--- config.mk ---
export PLATFORM = sky130hd
export DESIGN_NAME = sev_eval
export DESIGN_NICKNAME = d
export VERILOG_FILES = /design/src/core/sev_pkg.sv /design/src/core/sev_sync.sv /design/src/core/sev_eval.sv
export SDC_FILE = /design/constraint.sdc
export NUM_CORES = 1
export LEC_CHECK = 0
export BUFFER_PORTS_ARGS = -buffer_cell sky130_fd_sc_hd__buf_2
export CAP_MARGIN = 20
export CELL_PAD_IN_SITES_DETAIL_PLACEMENT = 1
export CELL_PAD_IN_SITES_GLOBAL_PLACEMENT = 2
export CORE_ASPECT_RATIO = 1.4
export CORE_MARGIN = 2
export CORE_UTILIZATION = 35
export DETAILED_ROUTE_END_ITERATION = 6
export PLACE_DENSITY = 0.83
export RECOVER_POWER = 50
export SLEW_MARGIN = 30
export SYNTH_ARGS = -nofsm -noshare
export SYNTH_HDL_FRONTEND = slang
export SYNTH_HIERARCHICAL = 1
export SYNTH_SLANG_ARGS = --single-unit
--- constraint.sdc ---
create_clock -name clk_sys -period 4.7 [get_ports clk_sys]
set_input_delay 0.235 -clock clk_sys [delete_from_list [all_inputs] [get_ports clk_sys]]
set_output_delay 0.235 -clock clk_sys [all_outputs]
set_load 0.05 [all_outputs]
--- src/core/sev_pkg.sv ---
// Constants, types and register map of the dual-channel safety output evaluator
// Summary of operation
// - Any channel OFF puts machine safe
// - Both channels sampled and processed separately
// - Flag channel disagreement beyond discrepancy time
// - After trip, stay off until reset button
// - Reset only on full press then release
// - Stuck or jammed reset button never re-enables
// - Switch-on only with both feedbacks de-energized
// - Check contactors drop out when channels OFF
// - Energize contactors after reset, drop on interruption
// - Tripped lamp on trip, ready lamp flashes
// - Cross or short circuit enters latched lock-out
// - Detect contactor malfunction, keep switch-off effective
package sev_pkg;

  // Clock and base tick
  localparam int CLK_MHZ      = 50;
  localparam int TICK_US      = 1000;
  localparam int TICK_CYC     = TICK_US * CLK_MHZ;

  // Times in ticks of 1 ms
  localparam logic [15:0] DISC_MS_RST  = 16'h0064;
  localparam logic [11:0] EDM_MS       = 12'h12C;
  localparam logic [11:0] BTN_MIN_MS   = 12'h032;
  localparam logic [11:0] BTN_MAX_MS   = 12'hBB8;
  localparam logic [7:0]  FLASH_MS     = 8'hFA;

  // Register byte addresses
  localparam logic [7:0] ADDR_CTRL   = 8'h00;
  localparam logic [7:0] ADDR_STATUS = 8'h04;
  localparam logic [7:0] ADDR_MASK   = 8'h08;
  localparam logic [7:0] ADDR_STATE  = 8'h0C;
  localparam logic [7:0] ADDR_DISC   = 8'h10;

  // Reset values
  localparam logic [31:0] CTRL_RST = 32'h0000_0001;
  localparam logic [31:0] MASK_RST = 32'h0000_0000;

  // Status bit positions
  localparam int ST_TRIP_B  = 0;
  localparam int ST_DISC_B  = 1;
  localparam int ST_EDM_B   = 2;
  localparam int ST_STUCK_B = 3;
  localparam int ST_LOCK_B  = 4;
  localparam int ST_READY_B = 5;
  localparam int ST_W       = 6;

  // Control bit positions
  localparam int CTRL_RUN_EN_B = 0;

  typedef enum logic [3:0] {
    SEV_TRIP  = 4'b0001,
    SEV_READY = 4'b0010,
    SEV_RUN   = 4'b0100,
    SEV_LOCK  = 4'b1000
  } sev_state_t;

  // Pins from the field
  typedef struct packed {
    logic safety_out_a;
    logic safety_out_b;
    logic feedback_a;
    logic feedback_b;
    logic reset_pushbutton;
  } sev_pins_in_t;

  // Pins to the field
  typedef struct packed {
    logic contactor_a;
    logic contactor_b;
    logic tripped_lamp;
    logic reset_ready_lamp;
  } sev_pins_out_t;

endpackage : sev_pkg

--- src/core/sev_sync.sv ---
// Two-flop synchroniser for field inputs
`timescale 1ns/1ps
module sev_sync #(
  parameter int W = 1
) (
  // Clock and reset
  input  wire logic         clk_sys,
  input  wire logic         rst,
  // Data
  input  wire logic [W-1:0] d_async,
  output logic      [W-1:0] q_sync
);

  logic [W-1:0] meta_reg;

  always_ff @(posedge clk_sys or posedge rst) begin
    if (rst) begin
      meta_reg <= '0;
      q_sync   <= '0;
    end else begin
      meta_reg <= d_async;
      q_sync   <= meta_reg;
    end
  end

endmodule : sev_sync

--- src/core/sev_eval.sv ---
// Evaluator for two safety output channels with restart interlock and contactor check
`timescale 1ns/1ps
module sev_eval
  import sev_pkg::*;
#(
  parameter int TICK_CYCLES = TICK_CYC
) (
  // Clock and reset
  input  wire logic          clk_sys,
  input  wire logic          rst,
  // Field pins
  input  sev_pins_in_t       pins_in,
  output sev_pins_out_t      pins_out,
  // Software port
  input  wire logic [7:0]    addr,
  input  wire logic [31:0]   wdata,
  input  wire logic          wr_en,
  input  wire logic          rd_en,
  output logic      [31:0]   rdata,
  // Interrupt
  output logic               irq
);

  // Synchronised pins, one flop pair per line
  sev_pins_in_t pins_s;

  sev_sync #(
    .W       ($bits(sev_pins_in_t))
  ) u_sync (
    .clk_sys (clk_sys),
    .rst     (rst),
    .d_async (pins_in),
    .q_sync  (pins_s)
  );

  // Each channel kept as its own signal
  wire ch_a_on  = pins_s.safety_out_a;
  wire ch_b_on  = pins_s.safety_out_b;
  wire both_on  = ch_a_on & ch_b_on;
  wire any_off  = ~ch_a_on | ~ch_b_on;
  wire differ   = ch_a_on ^ ch_b_on;
  wire fb_a_rel = pins_s.feedback_a;
  wire fb_b_rel = pins_s.feedback_b;
  wire fb_both_rel = fb_a_rel & fb_b_rel;
  wire btn      = pins_s.reset_pushbutton;

  // Registers
  sev_state_t   state_reg, state_next;
  logic [31:0]  ctrl_reg;
  logic [ST_W-1:0] status_reg;
  logic [ST_W-1:0] mask_reg;
  logic [15:0]  disc_lim_reg;
  logic [15:0]  tick_cnt_reg;
  logic [15:0]  disc_cnt_reg;
  logic [11:0]  edm_cnt_reg;
  logic [11:0]  btn_cnt_reg;
  logic [7:0]   flash_cnt_reg;
  logic         flash_reg;
  logic         btn_prev_reg;
  logic         btn_armed_reg;
  logic         btn_stuck_reg;
  logic         edm_fault_reg;
  sev_pins_out_t out_reg;

  // Millisecond tick
  wire tick = (tick_cnt_reg == 16'(TICK_CYCLES - 1));

  always_ff @(posedge clk_sys or posedge rst) begin
    if (rst) begin
      tick_cnt_reg <= 16'h0000;
    end else if (tick) begin
      tick_cnt_reg <= 16'h0000;
    end else begin
      tick_cnt_reg <= tick_cnt_reg + 16'h0001;
    end
  end

  // Discrepancy timer, restarts whenever the channels agree
  wire disc_expired = differ && (disc_cnt_reg >= disc_lim_reg);

  always_ff @(posedge clk_sys or posedge rst) begin
    if (rst) begin
      disc_cnt_reg <= 16'h0000;
    end else if (!differ) begin
      disc_cnt_reg <= 16'h0000;
    end else if (tick && !disc_expired) begin
      disc_cnt_reg <= disc_cnt_reg + 16'h0001;
    end
  end

  // Reset pushbutton: press, hold within window, then release
  wire btn_press   = btn & ~btn_prev_reg;
  wire btn_release = ~btn & btn_prev_reg;
  wire btn_long    = btn_cnt_reg >= BTN_MAX_MS;
  wire btn_valid   = btn_release && btn_armed_reg && !btn_stuck_reg &&
                     (btn_cnt_reg >= BTN_MIN_MS);

  always_ff @(posedge clk_sys or posedge rst) begin
    if (rst) begin
      btn_prev_reg <= 1'b1;
      btn_cnt_reg  <= 12'h000;
    end else begin
      btn_prev_reg <= btn;
      if (!btn) begin
        btn_cnt_reg <= 12'h000;
      end else if (tick && !btn_long) begin
        btn_cnt_reg <= btn_cnt_reg + 12'h001;
      end
    end
  end

  // A press counts only if it starts while a reset is awaited
  always_ff @(posedge clk_sys or posedge rst) begin
    if (rst) begin
      btn_armed_reg <= 1'b0;
      btn_stuck_reg <= 1'b1;
    end else begin
      if (btn_press) begin
        btn_armed_reg <= (state_reg == SEV_READY);
      end else if (state_reg != SEV_READY || btn_release) begin
        btn_armed_reg <= 1'b0;
      end
      // Held too long counts as jammed; the flag set by reset clears two clocks after the button reads released, never while it is held
      if (btn && btn_long) begin
        btn_stuck_reg <= 1'b1;
      end else if (!btn && !btn_prev_reg) begin
        btn_stuck_reg <= 1'b0;
      end
    end
  end

  // Contactor feedback supervision
  wire cmd_on   = out_reg.contactor_a;
  wire fb_match = cmd_on ? ~(fb_a_rel | fb_b_rel) : fb_both_rel;
  wire edm_late = edm_cnt_reg >= EDM_MS;

  always_ff @(posedge clk_sys or posedge rst) begin
    if (rst) begin
      edm_cnt_reg <= 12'h000;
    end else if (fb_match) begin
      edm_cnt_reg <= 12'h000;
    end else if (tick && !edm_late) begin
      edm_cnt_reg <= edm_cnt_reg + 12'h001;
    end
  end

  // Fault stays until both contacts drop again, which blocks restart meanwhile
  always_ff @(posedge clk_sys or posedge rst) begin
    if (rst) begin
      edm_fault_reg <= 1'b0;
    end else if (edm_late && !fb_match) begin
      edm_fault_reg <= 1'b1;
    end else if (!cmd_on && fb_both_rel) begin
      edm_fault_reg <= 1'b0;
    end
  end

  // Main sequence
  wire run_en   = ctrl_reg[CTRL_RUN_EN_B];
  // Restart needs a clean press, dropped contacts and no open fault
  wire start_ok = btn_valid && fb_both_rel && !edm_fault_reg && run_en;
  wire stop_run = any_off || edm_fault_reg || !run_en;

  always_comb begin
    state_next = state_reg;
    case (state_reg)
      SEV_TRIP: begin
        if (both_on) state_next = SEV_READY;
      end
      SEV_READY: begin
        if (any_off)
          state_next = SEV_TRIP;
        else if (start_ok)
          state_next = SEV_RUN;
      end
      SEV_RUN: begin
        if (stop_run)
          state_next = SEV_TRIP;
      end
      SEV_LOCK: begin
        state_next = SEV_LOCK;
      end
      default: begin
        state_next = SEV_LOCK;
      end
    endcase
    if (disc_expired)
      state_next = SEV_LOCK;
  end

  always_ff @(posedge clk_sys or posedge rst) begin
    if (rst) begin
      state_reg <= SEV_TRIP;
    end else begin
      state_reg <= state_next;
    end
  end

  // Ready lamp flasher
  always_ff @(posedge clk_sys or posedge rst) begin
    if (rst) begin
      flash_cnt_reg <= 8'h00;
      flash_reg     <= 1'b0;
    end else if (tick) begin
      if (flash_cnt_reg == FLASH_MS - 8'h01) begin
        flash_cnt_reg <= 8'h00;
        flash_reg     <= ~flash_reg;
      end else begin
        flash_cnt_reg <= flash_cnt_reg + 8'h01;
      end
    end
  end

  // Outputs from flops; contactors on only while running with both channels on
  wire run_next   = (state_next == SEV_RUN) && both_on;
  wire trip_next  = (state_next == SEV_TRIP) || (state_next == SEV_LOCK);
  wire ready_next = (state_next == SEV_READY) && flash_reg;

  always_ff @(posedge clk_sys or posedge rst) begin
    if (rst) begin
      out_reg <= '0;
    end else begin
      out_reg.contactor_a      <= run_next;
      out_reg.contactor_b      <= run_next;
      out_reg.tripped_lamp     <= trip_next;
      out_reg.reset_ready_lamp <= ready_next;
    end
  end

  assign pins_out = out_reg;

  // Events, set wins over a software clear
  logic [ST_W-1:0] ev;
  assign ev[ST_TRIP_B]  = (state_reg == SEV_RUN) && (state_next == SEV_TRIP);
  assign ev[ST_DISC_B]  = disc_expired;
  assign ev[ST_EDM_B]   = edm_late && !fb_match;
  assign ev[ST_STUCK_B] = btn && btn_long;
  assign ev[ST_LOCK_B]  = (state_next == SEV_LOCK) && (state_reg != SEV_LOCK);
  assign ev[ST_READY_B] = (state_reg == SEV_TRIP) && (state_next == SEV_READY);

  // Register decode
  wire sel_ctrl   = (addr == ADDR_CTRL);
  wire sel_status = (addr == ADDR_STATUS);
  wire sel_mask   = (addr == ADDR_MASK);
  wire sel_state  = (addr == ADDR_STATE);
  wire sel_disc   = (addr == ADDR_DISC);

  wire wr_ctrl = wr_en && sel_ctrl;
  wire wr_mask = wr_en && sel_mask;
  wire wr_disc = wr_en && sel_disc;
  wire [ST_W-1:0] w1c = (wr_en && sel_status) ? wdata[ST_W-1:0] : '0;

  always_ff @(posedge clk_sys or posedge rst) begin
    if (rst) begin
      ctrl_reg     <= CTRL_RST;
      mask_reg     <= MASK_RST[ST_W-1:0];
      disc_lim_reg <= DISC_MS_RST;
      status_reg   <= '0;
    end else begin
      if (wr_ctrl) begin
        ctrl_reg <= wdata;
      end
      if (wr_mask) begin
        mask_reg <= wdata[ST_W-1:0];
      end
      if (wr_disc) begin
        disc_lim_reg <= wdata[15:0];
      end
      status_reg <= (status_reg & ~w1c) | ev;
    end
  end

  // Live state view, fields packed from bit 0 upward
  wire [31:0] state_word = {15'h0000,
                            edm_fault_reg, btn_stuck_reg, out_reg,
                            pins_s, state_reg, 1'b0, differ};

  wire [31:0] status_word = {{(32-ST_W){1'b0}}, status_reg};
  wire [31:0] mask_word   = {{(32-ST_W){1'b0}}, mask_reg};

  wire [31:0] rd_mux =
    sel_ctrl   ? ctrl_reg :
    sel_status ? status_word :
    sel_mask   ? mask_word :
    sel_state  ? state_word :
    sel_disc   ? {16'h0000, disc_lim_reg} :
                 32'h0000_0000;

  always_ff @(posedge clk_sys or posedge rst) begin
    // Zero outside the answer cycle, so stale data never lingers
    if (rst) begin
      rdata <= 32'h0000_0000;
    end else if (rd_en) begin
      rdata <= rd_mux;
    end else begin
      rdata <= 32'h0000_0000;
    end
  end

  assign irq = |(status_reg & mask_reg);

endmodule : sev_eval

Word-level counts from Yosys, hierarchy flattened --
Index checks and enable logic that the tools add are counted.
Word-level totals: flip-flop bits (word level) 178, input bits 49, word-level logic and storage cells 136
Operators by class: add/subtract/negate cells 5, $lt $le $gt $ge 4, equal/unequal tests 17, muxes and demuxes 28, bitwise gates (word level) 17, reduce and logical (&&, ||, !) cells 44
Operators with widths (count):
- 16-bit two-way mux | 4
- 32-bit two-way mux | 2
- 17-bit two-way mux | 3
- 12-bit two-way mux | 4
- 16-bit by 1-bit adder with 16-bit output (second input constant) | 2
- 12-bit by 1-bit adder with 12-bit output (second input constant) | 2
- 1-bit logical AND | 23
- 4-bit two-way mux | 5
- 16-bit equality test (second input constant) | 1
- 8-bit by 4-bit equality test with 1-bit output (second input constant) | 2
- 16-bit >= comparator | 1
- 6-bit bitwise AND | 2
- 12-bit >= comparator (second input constant) | 1
- 12-bit by 6-bit >= comparator with 1-bit output (second input constant) | 1
- 12-bit by 9-bit >= comparator with 1-bit output (second input constant) | 1
- 4-bit case mux with 3 select lines | 1
- 1-bit logical NOT | 10
- 8-bit by 1-bit adder with 8-bit output (second input constant) | 1
- 4-bit by 1-bit equality test with 1-bit output (second input constant) | 2
- 4-bit by 2-bit equality test with 1-bit output (second input constant) | 2
- 4-bit by 3-bit equality test with 1-bit output (second input constant) | 2
- 8-bit by 3-bit equality test with 1-bit output (second input constant) | 1
- 8-bit by 5-bit equality test with 1-bit output (second input constant) | 1
- 8-bit equality test (second input constant) | 1
- other kinds (19) | 40

Depth between registers and ports, before layout --
Gate-level depths: netlist (run 1).
depth after elaboration 15, depth in mapped cells 10, gate-level depth less buffers 8

Modules after synthesis --
Netlist (run 1), hierarchy kept.
By module, submodules not included:
- sev_eval | times used 1, cells each 739, area each 8162.8 sq um, sequential area each 4212.8 sq um
- sev_sync | times used 1, cells each 11, area each 254.0 sq um, sequential area each 250.2 sq um

Worst setup path before layout (run 1) --
Ideal clock, no wire load.
path kind register to register, start register disc_lim_reg[5], end register disc_cnt_reg[3], arrival time 2256 ps, required time 4622 ps, setup slack 2366 ps, cell stages (with the launch flop) 10, path buffers 1, period minus slack after synthesis 2334 ps, cell sequence dfstp_2 > inv_1 > ha_1 > a2111oi_0 > o21ai_0 > nand2_1 > a31oi_2 > buf_2 > or4_1 > a21oi_1
On the way: cells in the longest elaborated chain, start to end 5
Ends and longest elaborated chain:
- from (decl) | RTL line sev_eval.sv:52 | logic [15:0] disc_lim_reg;
- from (signal assigned) | RTL line sev_eval.sv:267 | disc_lim_reg <= wdata[15:0];
- 16-bit >= comparator | RTL line sev_eval.sv:79 | wire disc_expired = differ && (disc_cnt_reg >= disc_lim_reg);
- 1-bit logical AND | RTL line sev_eval.sv:79
- 1-bit logical NOT | RTL line sev_eval.sv:86 | end else if (tick && !disc_expired) begin
- 1-bit logical AND | RTL line sev_eval.sv:86
- 2-bit by 1-bit != test with 1-bit output (no line)
- to (signal assigned) | RTL line sev_eval.sv:87 | disc_cnt_reg <= disc_cnt_reg + 16'h0001;
- to (decl) | RTL line sev_eval.sv:54 | logic [15:0] disc_cnt_reg;
No other way between the ends. A chain may end at the register's enable or synchronous reset.

Final worst setup path (run 1) --
start register disc_lim_reg[5], end register disc_cnt_reg[4]
Same word-level chain as after synthesis.

==> results_tabular.tex, run 1 <==
\begin{tabular}{lr}
\hline
Metric & Value \\
\hline
\multicolumn{2}{l}{\textbf{Status}} \\
\quad Result of the run & finished with violations \\
\quad Violations in the final reports & capacitance limit, slew limit \\
\multicolumn{2}{l}{\textbf{Floorplan}} \\
\quad Area of the die & 25320 um2 \\
\quad Vert. Die Dim & 187.5 um \\
\quad Initial core utilization & 35.35\% \\
\quad Overall die width & 135.1 um \\
\quad Boundary Pins & 86 \\
\quad Total number of placement rows & 67 \\
\quad Area of the core region & 23810 um2 \\
\multicolumn{2}{l}{\textbf{STA}} \\
\quad Number of pins with negative max-slew slack in the final report & 92 \\
\quad Period Utilization, post-route & 61.39\% \\
\quad Slew at the pin closest to its max-slew limit & 2356 ps \\
\quad Endpoints failing hold & 0 \\
\quad Setup TNS & 0 ps \\
\quad Fin crit period & 2885 ps \\
\quad Top achievable clock speed & 346.6 MHz \\
\quad Setup repair after global routing missed its margin & no \\
\quad Relative max-transition margin & -57.04\% \\
\quad Final setup viols & 0 \\
\quad Post-Route Skew & 9.820 ps \\
\multicolumn{2}{l}{\textbf{GRT}} \\
\quad Via count of the first global-routing pass & 6650 \\
\quad Total congestion overflow after global routing & 0 \\
\quad Pin count of the biggest net entering global routing & 169 \\
\quad First-pass GRT wire length & 34760 um \\
\quad GRT Total Usage & 17.41\% \\
\quad Number of antenna violations at the first check in global routing & 0 \\
\multicolumn{2}{l}{\textbf{Critical path}} \\
\quad Slowest stage delay, CP & 550 ps \\
\quad Critical path type & register to register \\
\quad Register-to-register path setup slack & 1810 ps \\
\quad Kind of start point of the critical path & register \\
\quad Worst Path Max Fanout & 20 \\
\quad Worst path slowest cell & sky130\_fd\_sc\_hd\_\_dfstp\_2 \\
\quad Cells along the critical path & inv\_1 -> ha\_1 -> a2111oi\_0 -> o21ai\_0 -> nand2\_1 -> a31oi\_2 -> buf\_4 -> or4\_1 -> a21oi\_1 \\
\quad Endpoint arrival time on the critical path & 3240 ps \\
\quad Endpoint required time on the critical path & 5050 ps \\
\quad Endpoint type of the worst setup path & register \\
\multicolumn{2}{l}{\textbf{Yosys}} \\
\quad EDFF count, synth & 0 \\
\quad Portion of synthesized cell area occupied by the leading cell type & 50.84\% \\
\quad Gate Count Post-Synth & 750 \\
\quad Yosys cell types & 72 \\
\quad Sequential share of the synthesized area & 53.03\% \\
\quad Share of the synthesized netlist area taken by xor and xnor gates & 3.226\% \\
\quad Post-synthesis async set-or-reset flop share & 100.0\% \\
\quad Flip-flop cell with the highest count after synthesis & sky130\_fd\_sc\_hd\_\_dfrtp\_1 \\
\quad Fraction of the mapped netlist area in compound gates & 11.31\% \\
\quad Portion of netlist area occupied by mux cells & 8.681\% \\
\quad Fraction of the mapped netlist area in adder cells & 3.835\% \\
\quad Share of synthesized cell area in and, or, nand and nor gates & 16.40\% \\
\quad Combined area of all synthesized cells & 8417 um2 \\
\quad Top cells by area in the synthesized netlist & sky130\_fd\_sc\_hd\_\_dfrtp\_1, sky130\_fd\_sc\_hd\_\_mux2\_4, sky130\_fd\_sc\_hd\_\_ha\_1, sky130\_fd\_sc\_hd\_\_mux2\_2, sky130\_fd\_sc\_hd\_\_nand2\_1 \\
\quad Largest area contributor in the netlist & sky130\_fd\_sc\_hd\_\_dfrtp\_1 \\
\quad Synth warn & 6 \\
\quad Number of storage elements in the synthesis netlist & 178 \\
\quad Combinational family with the most area after synthesis & simple AND/OR/NAND/NOR gates \\
\quad Post-Synthesis Mean Instance Area & 11.22 um2 \\
\quad Syn Nets & 824 \\
\multicolumn{2}{l}{\textbf{Power}} \\
\quad Sequential share of power & 46.6\% \\
\quad Power density over cell area & 346.9 nW/um2 \\
\quad Switching component of the power & 773.7 uW \\
\quad Clock power frac & 47.4\% \\
\quad Internal power component & 2638 uW \\
\quad Static leakage power & 0.004512 uW \\
\quad Switching Fraction & 22.68\% \\
\quad Logic gate share of total power & 6.1\% \\
\quad Peak VDD IR & 0.2423 mV \\
\multicolumn{2}{l}{\textbf{Final layout}} \\
\quad Share of cells above drive strength 1 & 19.18\% \\
\quad Filler cell count in the final layout & 2601 \\
\quad FF+latch area & 4463 um2 \\
\quad Diodes inserted & 0 \\
\quad Footprint of the multi-input gates & 3662 um2 \\
\quad Final \#Nets & 911 \\
\quad Synthesis-to-layout area growth & 16.83\% \\
\quad Number of cells in the finished layout apart from fillers & 1160 \\
\multicolumn{2}{l}{\textbf{Clocking}} \\
\quad TritonCTS clock tree & yes \\
\quad TritonCTS Buffers & 17 \\
\quad Sinks on Clock Net & 178 \\
\quad Clock-pin transition on the worst setup and hold timing paths & 70 ps \\
\quad Clock root buffer & sky130\_fd\_sc\_hd\_\_clkbuf\_16 \\
\quad Maximum root-to-sink buffer count & 2 \\
\quad Post-CTS Repair Setup Buffers & 0 \\
\quad Number of H-tree branching levels & 4 \\
\quad Insertion delay to the later sink of the worst-skew pair & 440 ps \\
\multicolumn{2}{l}{\textbf{Flow run}} \\
\quad Max cap viols & 1 \\
\multicolumn{2}{l}{\textbf{Placed design}} \\
\quad Final weighted congestion in routability-driven placement & 0.7438 \\
\quad Placed cells & 1120 \\
\quad Half-perimeter wire length after placement & 14620 um \\
\quad Input/output buffers & 85 \\
\multicolumn{2}{l}{\textbf{Detailed routing}} \\
\quad Average wire per cell in the routed design & 17.99 um \\
\quad Violation count after the first detailed-route iteration & 276 \\
\quad Total number of vias & 6093 \\
\quad Total wire length after detailed routing & 20870 um \\
\quad Number of detailed-routing iterations run before antenna repair & 5 \\
\quad Count of nets left with antenna violations after detail routing & 0 \\
\quad Number of design rule violations left after detail routing & 0 \\
\quad Via/cell ratio & 5.253 \\
\multicolumn{2}{l}{\textbf{Worst hold path}} \\
\quad Kind of path behind the tightest hold check & input port to register \\
\hline
\end{tabular}
[stage by stage]
| step | total power [uW] | utilization, % | cell area, um2 | worst slack, ps | hold slack (ps) |
|---|---|---|---|---|---|
| finish | 3412 | 41.30 | 9833 | 1815 | 26.84 |
| global route | 3531 | 41.30 | 9833 | 1521 | 11.42 |
| CTS | 3455 | 41.39 | 9853 | 1776 | 10.89 |
| detailed placement | 1822 | 38.34 | 9128 | 1792 | 260.3 |
| global placement | 1816 | 38.32 | 9123 | 1580 | 237.5 |
| floorplan | 1740 | - | 8421 | 2330 | 75.18 |
[cell type report]
class / count / area share (%)
clock buffer: 20 / 4.441
clock inverter: 12 / 2.329
timing repair buffer: 97 / 5.166
tap: 310 / 3.945
multi-input combinational: 505 / 37.24
inverter: 38 / 1.489
sequential: 178 / 45.39
[worst max-delay path: cells and delay by family, from the launching register on]
kind	cells	cell delay [ps]
AO/OA/AOI/OAI	4	970
AND/OR/NAND/NOR	2	570
flip-flops	1	550
buffers and inverters	2	390
adder cells (fa/ha/maj)	1	320
[path summary, 6_finish.rpt]
path | start | endpoint | cells past startpoint
worst max-delay path | disc_lim_reg[5] | disc_cnt_reg[4] | 9
worst min register to register | u_sync/meta_reg[4] | u_sync/q_sync[4] | 0
min in group asynchronous | rst | u_sync/q_sync[0] | 3
worst min-delay path | wdata[17] | ctrl_reg[17] | 2
worst max register to register | disc_lim_reg[5] | disc_cnt_reg[4] | 9
max in group asynchronous | rst | status_reg[5] | 4
[cells by family (layout without fill, tap and decap cells)]
group,after synthesis,in the layout
adders and majority gates,26,26
DFF,178,178
AOI/OAI and AO/OA,144,144
buffers and inverters,67,167
muxes,55,55
xor gates and xnor gates,31,31
and+or+nand+nor,249,249
[power by group through the flow]
stage	Sequential (uW)	Combinational (uW)	Clock [uW]
after global routing	1590	231	1710
after global placement	1620	200	0
after floorplan	1610	133	0
after detailed placement	1620	205	0
final	1590	207	1620
after CTS	1590	210	1660
[repair_timing]
item	4_1_cts	5_1_grt
setup endpoints to repair	0	0
hold endpoints to repair	15	0
hold buffers	6	0
resized for setup	0	0
[cell usage after synthesis (3+ instances only)]
cell / count
sky130_fd_sc_hd__and4_1: 5
sky130_fd_sc_hd__nor2_1: 40
sky130_fd_sc_hd__and2_1: 14
sky130_fd_sc_hd__nand2_1: 62
sky130_fd_sc_hd__or4_1: 11
sky130_fd_sc_hd__xnor2_1: 17
sky130_fd_sc_hd__buf_2: 6
sky130_fd_sc_hd__nand2b_1: 3
sky130_fd_sc_hd__ha_1: 25
sky130_fd_sc_hd__mux2_2: 24
sky130_fd_sc_hd__nor3_1: 10
sky130_fd_sc_hd__dfrtp_1: 171
sky130_fd_sc_hd__a21oi_1: 31
sky130_fd_sc_hd__nand3_1: 26
sky130_fd_sc_hd__nor4_1: 4
sky130_fd_sc_hd__inv_1: 38
sky130_fd_sc_hd__nor2b_1: 9
sky130_fd_sc_hd__nand4_1: 12
sky130_fd_sc_hd__xor2_1: 14
sky130_fd_sc_hd__dfstp_2: 7
sky130_fd_sc_hd__a22oi_1: 13
sky130_fd_sc_hd__and3_1: 27
sky130_fd_sc_hd__o22ai_1: 6
sky130_fd_sc_hd__buf_4: 4
sky130_fd_sc_hd__a31oi_1: 3
sky130_fd_sc_hd__or3_1: 8
sky130_fd_sc_hd__a222oi_1: 5
sky130_fd_sc_hd__o21ai_0: 38
sky130_fd_sc_hd__o31ai_1: 16
sky130_fd_sc_hd__mux2_4: 30
sky130_fd_sc_hd__buf_6: 3
sky130_fd_sc_hd__clkbuf_1: 16
sky130_fd_sc_hd__o211ai_1: 6
[routing by layer]
metal  vias to the layer above  global-route usage [%]  routed length [um]
li1                       2868                       -                   -
met1                      3100                   19.83                8521
met2                       101                   32.06               11290
met3                        24                   3.252                 655
met4                         0                   6.210                 406
met5                         -                       0                   0
[placed cells by master (no fill, tap or decap), types with 3 or more instances in the layout]
| cell | synthesis | routed |
|---|---|---|
| sky130_fd_sc_hd__clkbuf_16 | 0 | 17 |
| sky130_fd_sc_hd__o22ai_1 | 6 | 6 |
| sky130_fd_sc_hd__and2_1 | 14 | 14 |
| sky130_fd_sc_hd__nand2b_1 | 3 | 3 |
| sky130_fd_sc_hd__o21ai_0 | 38 | 38 |
| sky130_fd_sc_hd__and3_1 | 27 | 27 |
| sky130_fd_sc_hd__buf_2 | 6 | 50 |
| sky130_fd_sc_hd__and4_1 | 5 | 5 |
| sky130_fd_sc_hd__dfstp_2 | 7 | 7 |
| sky130_fd_sc_hd__xnor2_1 | 17 | 17 |
| sky130_fd_sc_hd__a21oi_1 | 31 | 31 |
| sky130_fd_sc_hd__nor2_1 | 40 | 40 |
| sky130_fd_sc_hd__buf_4 | 4 | 3 |
| sky130_fd_sc_hd__o211ai_1 | 6 | 6 |
| sky130_fd_sc_hd__mux2_2 | 24 | 24 |
| sky130_fd_sc_hd__clkbuf_1 | 16 | 38 |
| sky130_fd_sc_hd__nand3_1 | 26 | 26 |
| sky130_fd_sc_hd__inv_1 | 38 | 37 |
| sky130_fd_sc_hd__or4_1 | 11 | 11 |
| sky130_fd_sc_hd__o31ai_1 | 16 | 16 |
| sky130_fd_sc_hd__nor4_1 | 4 | 4 |
| sky130_fd_sc_hd__a31oi_1 | 3 | 3 |
| sky130_fd_sc_hd__nor3_1 | 10 | 10 |
| sky130_fd_sc_hd__a222oi_1 | 5 | 5 |
| sky130_fd_sc_hd__nand2_1 | 62 | 62 |
| sky130_fd_sc_hd__bufinv_16 | 0 | 6 |
| sky130_fd_sc_hd__mux2_4 | 30 | 30 |
| sky130_fd_sc_hd__or3_1 | 8 | 8 |
| sky130_fd_sc_hd__nor2b_1 | 9 | 9 |
| sky130_fd_sc_hd__a22oi_1 | 13 | 13 |
| sky130_fd_sc_hd__dfrtp_1 | 171 | 171 |
| sky130_fd_sc_hd__xor2_1 | 14 | 14 |
| sky130_fd_sc_hd__dlygate4sd3_1 | 0 | 6 |
| sky130_fd_sc_hd__clkinvlp_4 | 0 | 4 |
| sky130_fd_sc_hd__ha_1 | 25 | 25 |
| sky130_fd_sc_hd__nand4_1 | 12 | 12 |
Power figures use the tool's default switching activity.
==> run 2, diff against run 1 <==
==> constraint.sdc (replaced) <==
create_clock -name clk_sys -period 2.6 [get_ports clk_sys]
set_input_delay 0.13 -clock clk_sys [delete_from_list [all_inputs] [get_ports clk_sys]]
set_output_delay 0.13 -clock clk_sys [all_outputs]
set_load 0.05 [all_outputs]
==> results_tabular.tex, run 2 (synthesized netlist as in run 1, its figures left out) <==
\begin{tabular}{lr}
\hline
Metric & Value \\
\hline
\multicolumn{2}{l}{\textbf{Final layout}} \\
\quad Layout Utilization & 43.17\% (+1.9 points) \\
\quad Share of cells above drive strength 1 & 20.76\% (+1.6 points) \\
\quad Diodes inserted & 0 (unchanged) \\
\quad Design area & 10280 um2 (+4.5\%) \\
\quad Synthesis-to-layout area growth & 22.12\% \\
\quad Leading cell type in the layout, fill and taps excluded & sky130\_fd\_sc\_hd\_\_dfrtp\_1 \\
\quad Number of cells in the finished layout apart from fillers & 1201 (+3.5\%) \\
\quad Filler cell count in the final layout & 2630 (+1.1\%) \\
\quad Commonest cells after routing, fill and taps aside & sky130\_fd\_sc\_hd\_\_dfrtp\_1, sky130\_fd\_sc\_hd\_\_nand2\_1, sky130\_fd\_sc\_hd\_\_buf\_2 \\
\quad Final \#Nets & 952 (+4.5\%) \\
\multicolumn{2}{l}{\textbf{Power}} \\
\quad Power density over cell area & 606.0 nW/um2 (+75\%) \\
\quad Static leakage power & 0.004718 uW (+4.6\%) \\
\quad Total power consumption of the routed design & 6229 uW (+83\%) \\
\quad Peak VDD IR & 0.3914 mV (+62\%) \\
\multicolumn{2}{l}{\textbf{Clocking}} \\
\quad Clock root buffer & sky130\_fd\_sc\_hd\_\_clkbuf\_16 \\
\quad TritonCTS clock tree & yes \\
\quad Maximum root-to-sink buffer count & 2 (unchanged) \\
\quad Sinks on Clock Net & 178 (unchanged) \\
\quad TritonCTS Buffers & 17 (unchanged) \\
\quad Number of H-tree branching levels & 4 (unchanged) \\
\quad Clock-pin transition on the worst setup and hold timing paths & 60 ps (about the same) \\
\quad Insertion delay to the later sink of the worst-skew pair & 440 ps (about the same) \\
\multicolumn{2}{l}{\textbf{Detailed routing}} \\
\quad Number of detailed-routing iterations run before antenna repair & 6 (+1) \\
\quad Count of nets left with antenna violations after detail routing & 0 (unchanged) \\
\quad Total number of vias & 6303 (+3.4\%) \\
\quad Average wire per cell in the routed design & 18.40 um (+2.3\%) \\
\quad Total wire length after detailed routing & 22100 um (+5.9\%) \\
\quad Number of design rule violations left after detail routing & 0 (unchanged) \\
\quad Violation count after the first detailed-route iteration & 261 (-5.4\%) \\
\quad Via/cell ratio & 5.248 (about the same) \\
\multicolumn{2}{l}{\textbf{STA}} \\
\quad Post-Route Skew & 11.62 ps (+1.795 ps) \\
\quad Number of pins with negative max-slew slack in the final report & 0 (-100\%) \\
\quad Period Utilization, post-route & 95.49\% (+34 points) \\
\quad Setup WS post-layout & 117.2 ps (-1698 ps) \\
\quad Final setup viols & 0 (unchanged) \\
\quad Relative max-transition margin & 19.65\% (+77 points) \\
\quad Slew at the pin closest to its max-slew limit & 1205 ps (-1150 ps) \\
\quad Fin crit period & 2483 ps (-402.5 ps) \\
\quad Endpoints failing hold & 0 (unchanged) \\
\quad Top achievable clock speed & 402.8 MHz (+16\%) \\
\multicolumn{2}{l}{\textbf{Flow run}} \\
\quad Max cap viols & 0 (-1) \\
\multicolumn{2}{l}{\textbf{Floorplan}} \\
\quad Overall die width & 135.1 um (unchanged) \\
\quad Boundary Pins & 86 (unchanged) \\
\quad Initial core utilization & 35.35\% (unchanged) \\
\quad Area of the die & 25320 um2 (unchanged) \\
\quad Total number of placement rows & 67 (unchanged) \\
\quad Area of the core region & 23810 um2 (unchanged) \\
\quad Vert. Die Dim & 187.5 um (unchanged) \\
\multicolumn{2}{l}{\textbf{Critical path}} \\
\quad Worst Path Max Fanout & 18 (-10\%) \\
\quad Kind of start point of the critical path & register \\
\quad Register-to-register path setup slack & 120 ps (-1700 ps) \\
\quad Endpoint of the most critical register-to-register path & disc\_cnt\_reg[9] \\
\quad Endpoint arrival time on the critical path & 2840 ps (-400 ps) \\
\quad Critical path type & register to register \\
\quad Endpoint required time on the critical path & 2960 ps (-2090 ps) \\
\quad Slowest stage delay, CP & 490 ps (-60 ps) \\
\quad Worst path slowest cell & sky130\_fd\_sc\_hd\_\_or4\_1 \\
\quad Cells along the critical path & inv\_1 -> ha\_1 -> a21oi\_1 -> o21ai\_1 -> a2111oi\_4 -> a31oi\_4 -> buf\_12 -> or4\_1 -> a21oi\_2 \\
\quad Endpoint type of the worst setup path & register \\
\quad Start of the worst register-to-register path & disc\_lim\_reg[13] \\
\quad Path depth of the worst reg2reg path & 9 (unchanged) \\
\multicolumn{2}{l}{\textbf{GRT}} \\
\quad GRT Total Usage & 17.95\% (+0.55 points) \\
\quad Pin count of the biggest net entering global routing & 88 (-48\%) \\
\quad Total congestion overflow after global routing & 0 (unchanged) \\
\quad Number of antenna violations at the first check in global routing & 0 (unchanged) \\
\quad First-pass GRT wire length & 35780 um (+2.9\%) \\
\quad Via count of the first global-routing pass & 6927 (+4.2\%) \\
\multicolumn{2}{l}{\textbf{Placed design}} \\
\quad Post-place setup slack & 44.12 ps (-1748 ps) \\
\quad Input/output buffers & 85 (unchanged) \\
\quad Placed cells & 1135 (+1.3\%) \\
\quad Final weighted congestion in routability-driven placement & 0.7837 (+5.4\%) \\
\quad Area post-placement & 9273 um2 (+1.6\%) \\
\quad Half-perimeter wire length after placement & 15540 um (+6.2\%) \\
\multicolumn{2}{l}{\textbf{Worst hold path}} \\
\quad Kind of path behind the tightest hold check & input port to register \\
\quad Sink of the worst hold path & ctrl\_reg[4] \\
\quad Worst hold path startpoint & wdata[4] \\
\quad WHS Path Cells & 2 (unchanged) \\
\multicolumn{2}{l}{\textbf{Status}} \\
\quad Result of the run & complete, no violations \\
\hline
\end{tabular}
==> run 2: critical path: cells and delay by family, from the launching register on <==
family	cells	cell delay, ps
AO/OA/AOI/OAI	5	990
buffers and inverters	2	250
AND/OR/NAND/NOR	1	490
adder cells (fa/ha/maj)	1	310
flip-flops	1	360
==> run 2: worst max-delay path by stage <==
stage                     start               end  slack [ps]  depth (start not counted)
6_report       disc_lim_reg[13]   disc_cnt_reg[9]         120                          9
5_1_grt        disc_lim_reg[13]  disc_cnt_reg[10]         -40                          9
3_5_place_dp    disc_lim_reg[5]  disc_cnt_reg[10]          40                          9
4_1_cts         disc_lim_reg[5]   disc_cnt_reg[9]          20                          9
3_3_place_gp    disc_lim_reg[5]  disc_cnt_reg[13]         130                          9
2_1_floorplan   disc_lim_reg[5]   disc_cnt_reg[3]         270                          9
==> run 2: cell type report <==
| type | count | area (um2) | share of cell area, % |
|---|---|---|---|
| clock buffers | 23 | 488.0 | 4.747 |
| clock inverters | 9 | 175.2 | 1.704 |
| inverters | 38 | 143.9 | 1.400 |
| multi-input cells | 505 | 3717 | 36.17 |
| flip-flops and latches | 178 | 4463 | 43.42 |
| well taps | 310 | 387.9 | 3.774 |
| repair buffers | 138 | 903.4 | 8.789 |
==> run 2: power by group <==
| group | total, uW | internal (uW) | leakage [uW] | switching (uW) |
|---|---|---|---|---|
| logic | 478 | 200 | 0.00201 | 277 |
| registers | 2870 | 2830 | 0.00239 | 44.2 |
| clock network | 2880 | 1810 | 0.000319 | 1070 |
==> run 2: what timing repair did <==
action                     CTS  global route
gates cloned                 0             1
hold buffers                33             0
buffers inserted             0             0
hold endpoints to repair    68             0
pin swaps                    0             1
setup endpoints to repair    1            12
resized for setup            1            10
==> run 2: per-layer routing <==
metal	vias to the layer above	part of all wire [%]	GRT usage [%]
met5	-	0	0
met4	0	2.6	7.091
met3	22	3.2	3.577
met2	110	55	34.42
met1	3224	39	18.80
li1	2947	-	-
==> run 2: through the flow <==
step	setup TNS (ps)	hold slack [ps]
after global routing	-69.15	12.92
after CTS	0	4.430
after detailed placement	0	143.9
after floorplan	0	-29.82
after global placement	0	134.6
final	0	20.41
==> run 3, diff against run 2 <==
--- a/config.mk
+++ b/config.mk
@@ -11,9 +11,9 @@
 export CELL_PAD_IN_SITES_GLOBAL_PLACEMENT = 2
 export CORE_ASPECT_RATIO = 1.4
 export CORE_MARGIN = 2
-export CORE_UTILIZATION = 35
+export CORE_UTILIZATION = 39
 export DETAILED_ROUTE_END_ITERATION = 6
-export PLACE_DENSITY = 0.83
+export PLACE_DENSITY = 0.87
 export RECOVER_POWER = 50
 export SLEW_MARGIN = 30
 export SYNTH_ARGS = -nofsm -noshare
==> constraint.sdc (replaced) <==
create_clock -name clk_sys -period 2.5 [get_ports clk_sys]
set_input_delay 0.125 -clock clk_sys [delete_from_list [all_inputs] [get_ports clk_sys]]
set_output_delay 0.125 -clock clk_sys [all_outputs]
set_load 0.05 [all_outputs]
==> results_tabular.tex, run 3 (synthesized netlist as in run 1, its figures left out) <==
\begin{tabular}{lr}
\hline
Metric & Value \\
\hline
\multicolumn{2}{l}{\textbf{Clocking}} \\
\quad TritonCTS Buffers & 17 (unchanged) \\
\quad Clock-pin transition on the worst setup and hold timing paths & 70 ps (about the same) \\
\quad Number of H-tree branching levels & 4 (unchanged) \\
\quad Clock root buffer & sky130\_fd\_sc\_hd\_\_clkbuf\_16 \\
\quad Maximum root-to-sink buffer count & 2 (unchanged) \\
\quad Insertion delay to the later sink of the worst-skew pair & 440 ps (about the same) \\
\quad Post-CTS Repair Setup Buffers & 0 (unchanged) \\
\quad TritonCTS clock tree & yes \\
\quad Sinks on Clock Net & 178 (unchanged) \\
\multicolumn{2}{l}{\textbf{Final layout}} \\
\quad Footprint of the multi-input gates & 3730 um2 (+0.34\%) \\
\quad Commonest cells after routing, fill and taps aside & sky130\_fd\_sc\_hd\_\_dfrtp\_1, sky130\_fd\_sc\_hd\_\_buf\_2, sky130\_fd\_sc\_hd\_\_nand2\_1 \\
\quad Design area & 10280 um2 (about the same) \\
\quad Diodes inserted & 0 (unchanged) \\
\quad Leading cell type in the layout, fill and taps excluded & sky130\_fd\_sc\_hd\_\_dfrtp\_1 \\
\quad FF+latch area & 4463 um2 (unchanged) \\
\quad Final \#Nets & 961 (+0.95\%) \\
\quad Share of cells above drive strength 1 & 25.11\% (+4.3 points) \\
\quad Filler cell count in the final layout & 2314 (-12\%) \\
\quad Synthesis-to-layout area growth & 22.19\% (about the same) \\
\quad Layout Utilization & 48.50\% (+5.3 points) \\
\multicolumn{2}{l}{\textbf{Status}} \\
\quad Result of the run & complete, no violations \\
\multicolumn{2}{l}{\textbf{Power}} \\
\quad Static leakage power & 0.004867 uW (+3.2\%) \\
\quad Power density over cell area & 612.0 nW/um2 (+0.99\%) \\
\quad Peak VDD IR & 0.4533 mV (+16\%) \\
\multicolumn{2}{l}{\textbf{Floorplan}} \\
\quad Area of the core region & 21200 um2 (-11\%) \\
\quad Initial core utilization & 39.69\% (+4.3 points) \\
\quad Total number of placement rows & 63 (-6.0\%) \\
\quad Area of the die & 22790 um2 (-10\%) \\
\quad Vert. Die Dim & 177.8 um (-5.2\%) \\
\quad Overall die width & 128.2 um (-5.1\%) \\
\quad Boundary Pins & 86 (unchanged) \\
\multicolumn{2}{l}{\textbf{Critical path}} \\
\quad Kind of start point of the critical path & register \\
\quad Endpoint arrival time on the critical path & 2760 ps (-80 ps) \\
\quad Critical path type & register to register \\
\quad Register-to-register path setup slack & 110 ps (about the same) \\
\quad Worst Path Max Fanout & 31 (+13) \\
\quad Endpoint required time on the critical path & 2870 ps (-90 ps) \\
\quad Endpoint of the most critical register-to-register path & disc\_cnt\_reg[3] \\
\quad Path depth of the worst reg2reg path & 9 (unchanged) \\
\quad Start of the worst register-to-register path & disc\_lim\_reg[5] \\
\quad Setup crit start & disc\_lim\_reg[5] \\
\quad Endpoint type of the worst setup path & register \\
\multicolumn{2}{l}{\textbf{STA}} \\
\quad Setup repair after global routing missed its margin & no \\
\quad Period Utilization, post-route & 95.69\% (+0.19 points) \\
\quad Post-Route Skew & 8.387 ps (-3.228 ps) \\
\quad Relative max-transition margin & 13.60\% (-6.0 points) \\
\quad Final setup viols & 0 (unchanged) \\
\quad Number of pins with negative max-slew slack in the final report & 0 (unchanged) \\
\quad Endpoints failing hold & 0 (unchanged) \\
\quad Slew at the pin closest to its max-slew limit & 1296 ps (+90.72 ps) \\
\quad Fin crit period & 2392 ps (-90.64 ps) \\
\quad Top achievable clock speed & 418.0 MHz (+3.8\%) \\
\multicolumn{2}{l}{\textbf{GRT}} \\
\quad Number of antenna violations at the first check in global routing & 0 (unchanged) \\
\quad GR Layer Usage met3 & 4.160\% (+0.58 points) \\
\quad Global route hottest layer & met2 \\
\quad GR met1 Demand/Resource & 22.11\% (+3.3 points) \\
\quad Total congestion overflow after global routing & 0 (unchanged) \\
\quad First-pass GRT wire length & 35900 um (+0.33\%) \\
\quad Met2 Usage GRT & 38.35\% (+3.9 points) \\
\quad Via count of the first global-routing pass & 6836 (-1.3\%) \\
\quad Pin count of the biggest net entering global routing & 57 (-35\%) \\
\quad GRT Total Usage & 20.44\% (+2.5 points) \\
\multicolumn{2}{l}{\textbf{Detailed routing}} \\
\quad Number of detailed-routing iterations run before antenna repair & 4 (-2) \\
\quad Average wire per cell in the routed design & 19.17 um (+4.2\%) \\
\quad Violation count after the first detailed-route iteration & 284 (+8.8\%) \\
\quad Number of design rule violations left after detail routing & 0 (unchanged) \\
\quad Total number of vias & 6353 (+0.79\%) \\
\quad Count of nets left with antenna violations after detail routing & 0 (unchanged) \\
\quad Total wire length after detailed routing & 22230 um (+0.60\%) \\
\quad Via/cell ratio & 5.477 (+4.4\%) \\
\multicolumn{2}{l}{\textbf{Worst hold path}} \\
\quad WHS Path Cells & 2 (unchanged) \\
\quad Worst hold path startpoint & wdata[2] \\
\quad Sink of the worst hold path & ctrl\_reg[2] \\
\quad Kind of path behind the tightest hold check & input port to register \\
\multicolumn{2}{l}{\textbf{Placed design}} \\
\quad Final weighted congestion in routability-driven placement & 0.8148 (+4.0\%) \\
\quad Area post-placement & 9295 um2 (+0.24\%) \\
\quad Input/output buffers & 85 (unchanged) \\
\quad Half-perimeter wire length after placement & 15730 um (+1.3\%) \\
\multicolumn{2}{l}{\textbf{Flow run}} \\
\quad Max cap viols & 0 (unchanged) \\
\hline
\end{tabular}
## run 3: cell count changes in the layout (fill, tap and decap cells not counted), moves of 2 or more
cell / previous run / this run
sky130_fd_sc_hd__clkinv_4: 0 / 3
sky130_fd_sc_hd__bufinv_16: 5 / 3
sky130_fd_sc_hd__clkbuf_1: 36 / 6
sky130_fd_sc_hd__nor4_1: 4 / 2
sky130_fd_sc_hd__nor4_2: 0 / 2
sky130_fd_sc_hd__clkbuf_2: 0 / 2
sky130_fd_sc_hd__clkbuf_4: 2 / 0
sky130_fd_sc_hd__buf_4: 14 / 20
sky130_fd_sc_hd__buf_2: 52 / 82
sky130_fd_sc_hd__dlygate4sd3_1: 33 / 35
## run 3: cell type report
| class | count | area share (%) |
|---|---|---|
| Timing Repair Buffer | 147 | 9.720 |
| Sequential cell | 178 | 43.39 |
| Clock buffer | 21 | 4.574 |
| Inverter | 38 | 1.399 |
| Clock inverter | 11 | 1.484 |
| Tap cell | 260 | 3.163 |
| Multi-Input combinational cell | 505 | 36.27 |
## run 3: worst max path at each step
stage / endpoint / cells after the start
after global routing: disc_cnt_reg[13] / 9
after detailed placement: disc_cnt_reg[3] / 9
final: disc_cnt_reg[3] / 9
after global placement: pins_out[0] / 9
after CTS: disc_cnt_reg[10] / 9
after floorplan: disc_cnt_reg[3] / 9
## run 3: metrics by stage
step | TNS [ps] | worst slack (ps) | cells | total power (uW) | hold slack (ps)
2_1_floorplan | 0 | 166.4 | 750 | 3272 | -34.82
3_3_place_gp | 0 | 71.60 | 1093 | 3461 | 125.9
3_5_place_dp | -327.6 | -96.27 | 1093 | 3476 | 142.9
4_1_cts | 0 | 1.910 | 1160 | 6368 | 3.247
5_1_grt | 0 | 1.856 | 1160 | 6523 | 10.01
6_report | 0 | 107.9 | 1160 | 6294 | 10.70
## run 3: power by group
group / internal, uW / switching (uW) / total, uW / leakage, uW
logic: 200 / 276 / 476 / 0.00218
clock network: 1660 / 1180 / 2830 / 0.000296
registers: 2940 / 44.4 / 2980 / 0.00239
## run 3: critical path, cell delays in order, from the launching register on
cell and delay [ps]:
sky130_fd_sc_hd__dfstp_2 550, sky130_fd_sc_hd__inv_1 70, sky130_fd_sc_hd__ha_4 250, sky130_fd_sc_hd__a2111oi_2 300, sky130_fd_sc_hd__o21ai_1 110, sky130_fd_sc_hd__nand2_1 90
sky130_fd_sc_hd__a31oi_2 110, sky130_fd_sc_hd__buf_12 180, sky130_fd_sc_hd__or4_4 490, sky130_fd_sc_hd__a21oi_2 160
## run 3: routing by layer
metal / routed length, um / vias to the layer above
li1: - / 2965
met1: 8721 / 3245
met2: 12190 / 108
met3: 661 / 35
met4: 663 / 0
met5: 0 / -
## run 3: timing repair
| item | 4_1_cts | 5_1_grt |
|---|---|---|
| hold buffers | 35 | 0 |
| hold endpoints to repair | 74 | 0 |
| pin swaps | 0 | 2 |
| setup endpoints to repair | 12 | 13 |
| resized for setup | 9 | 5 |
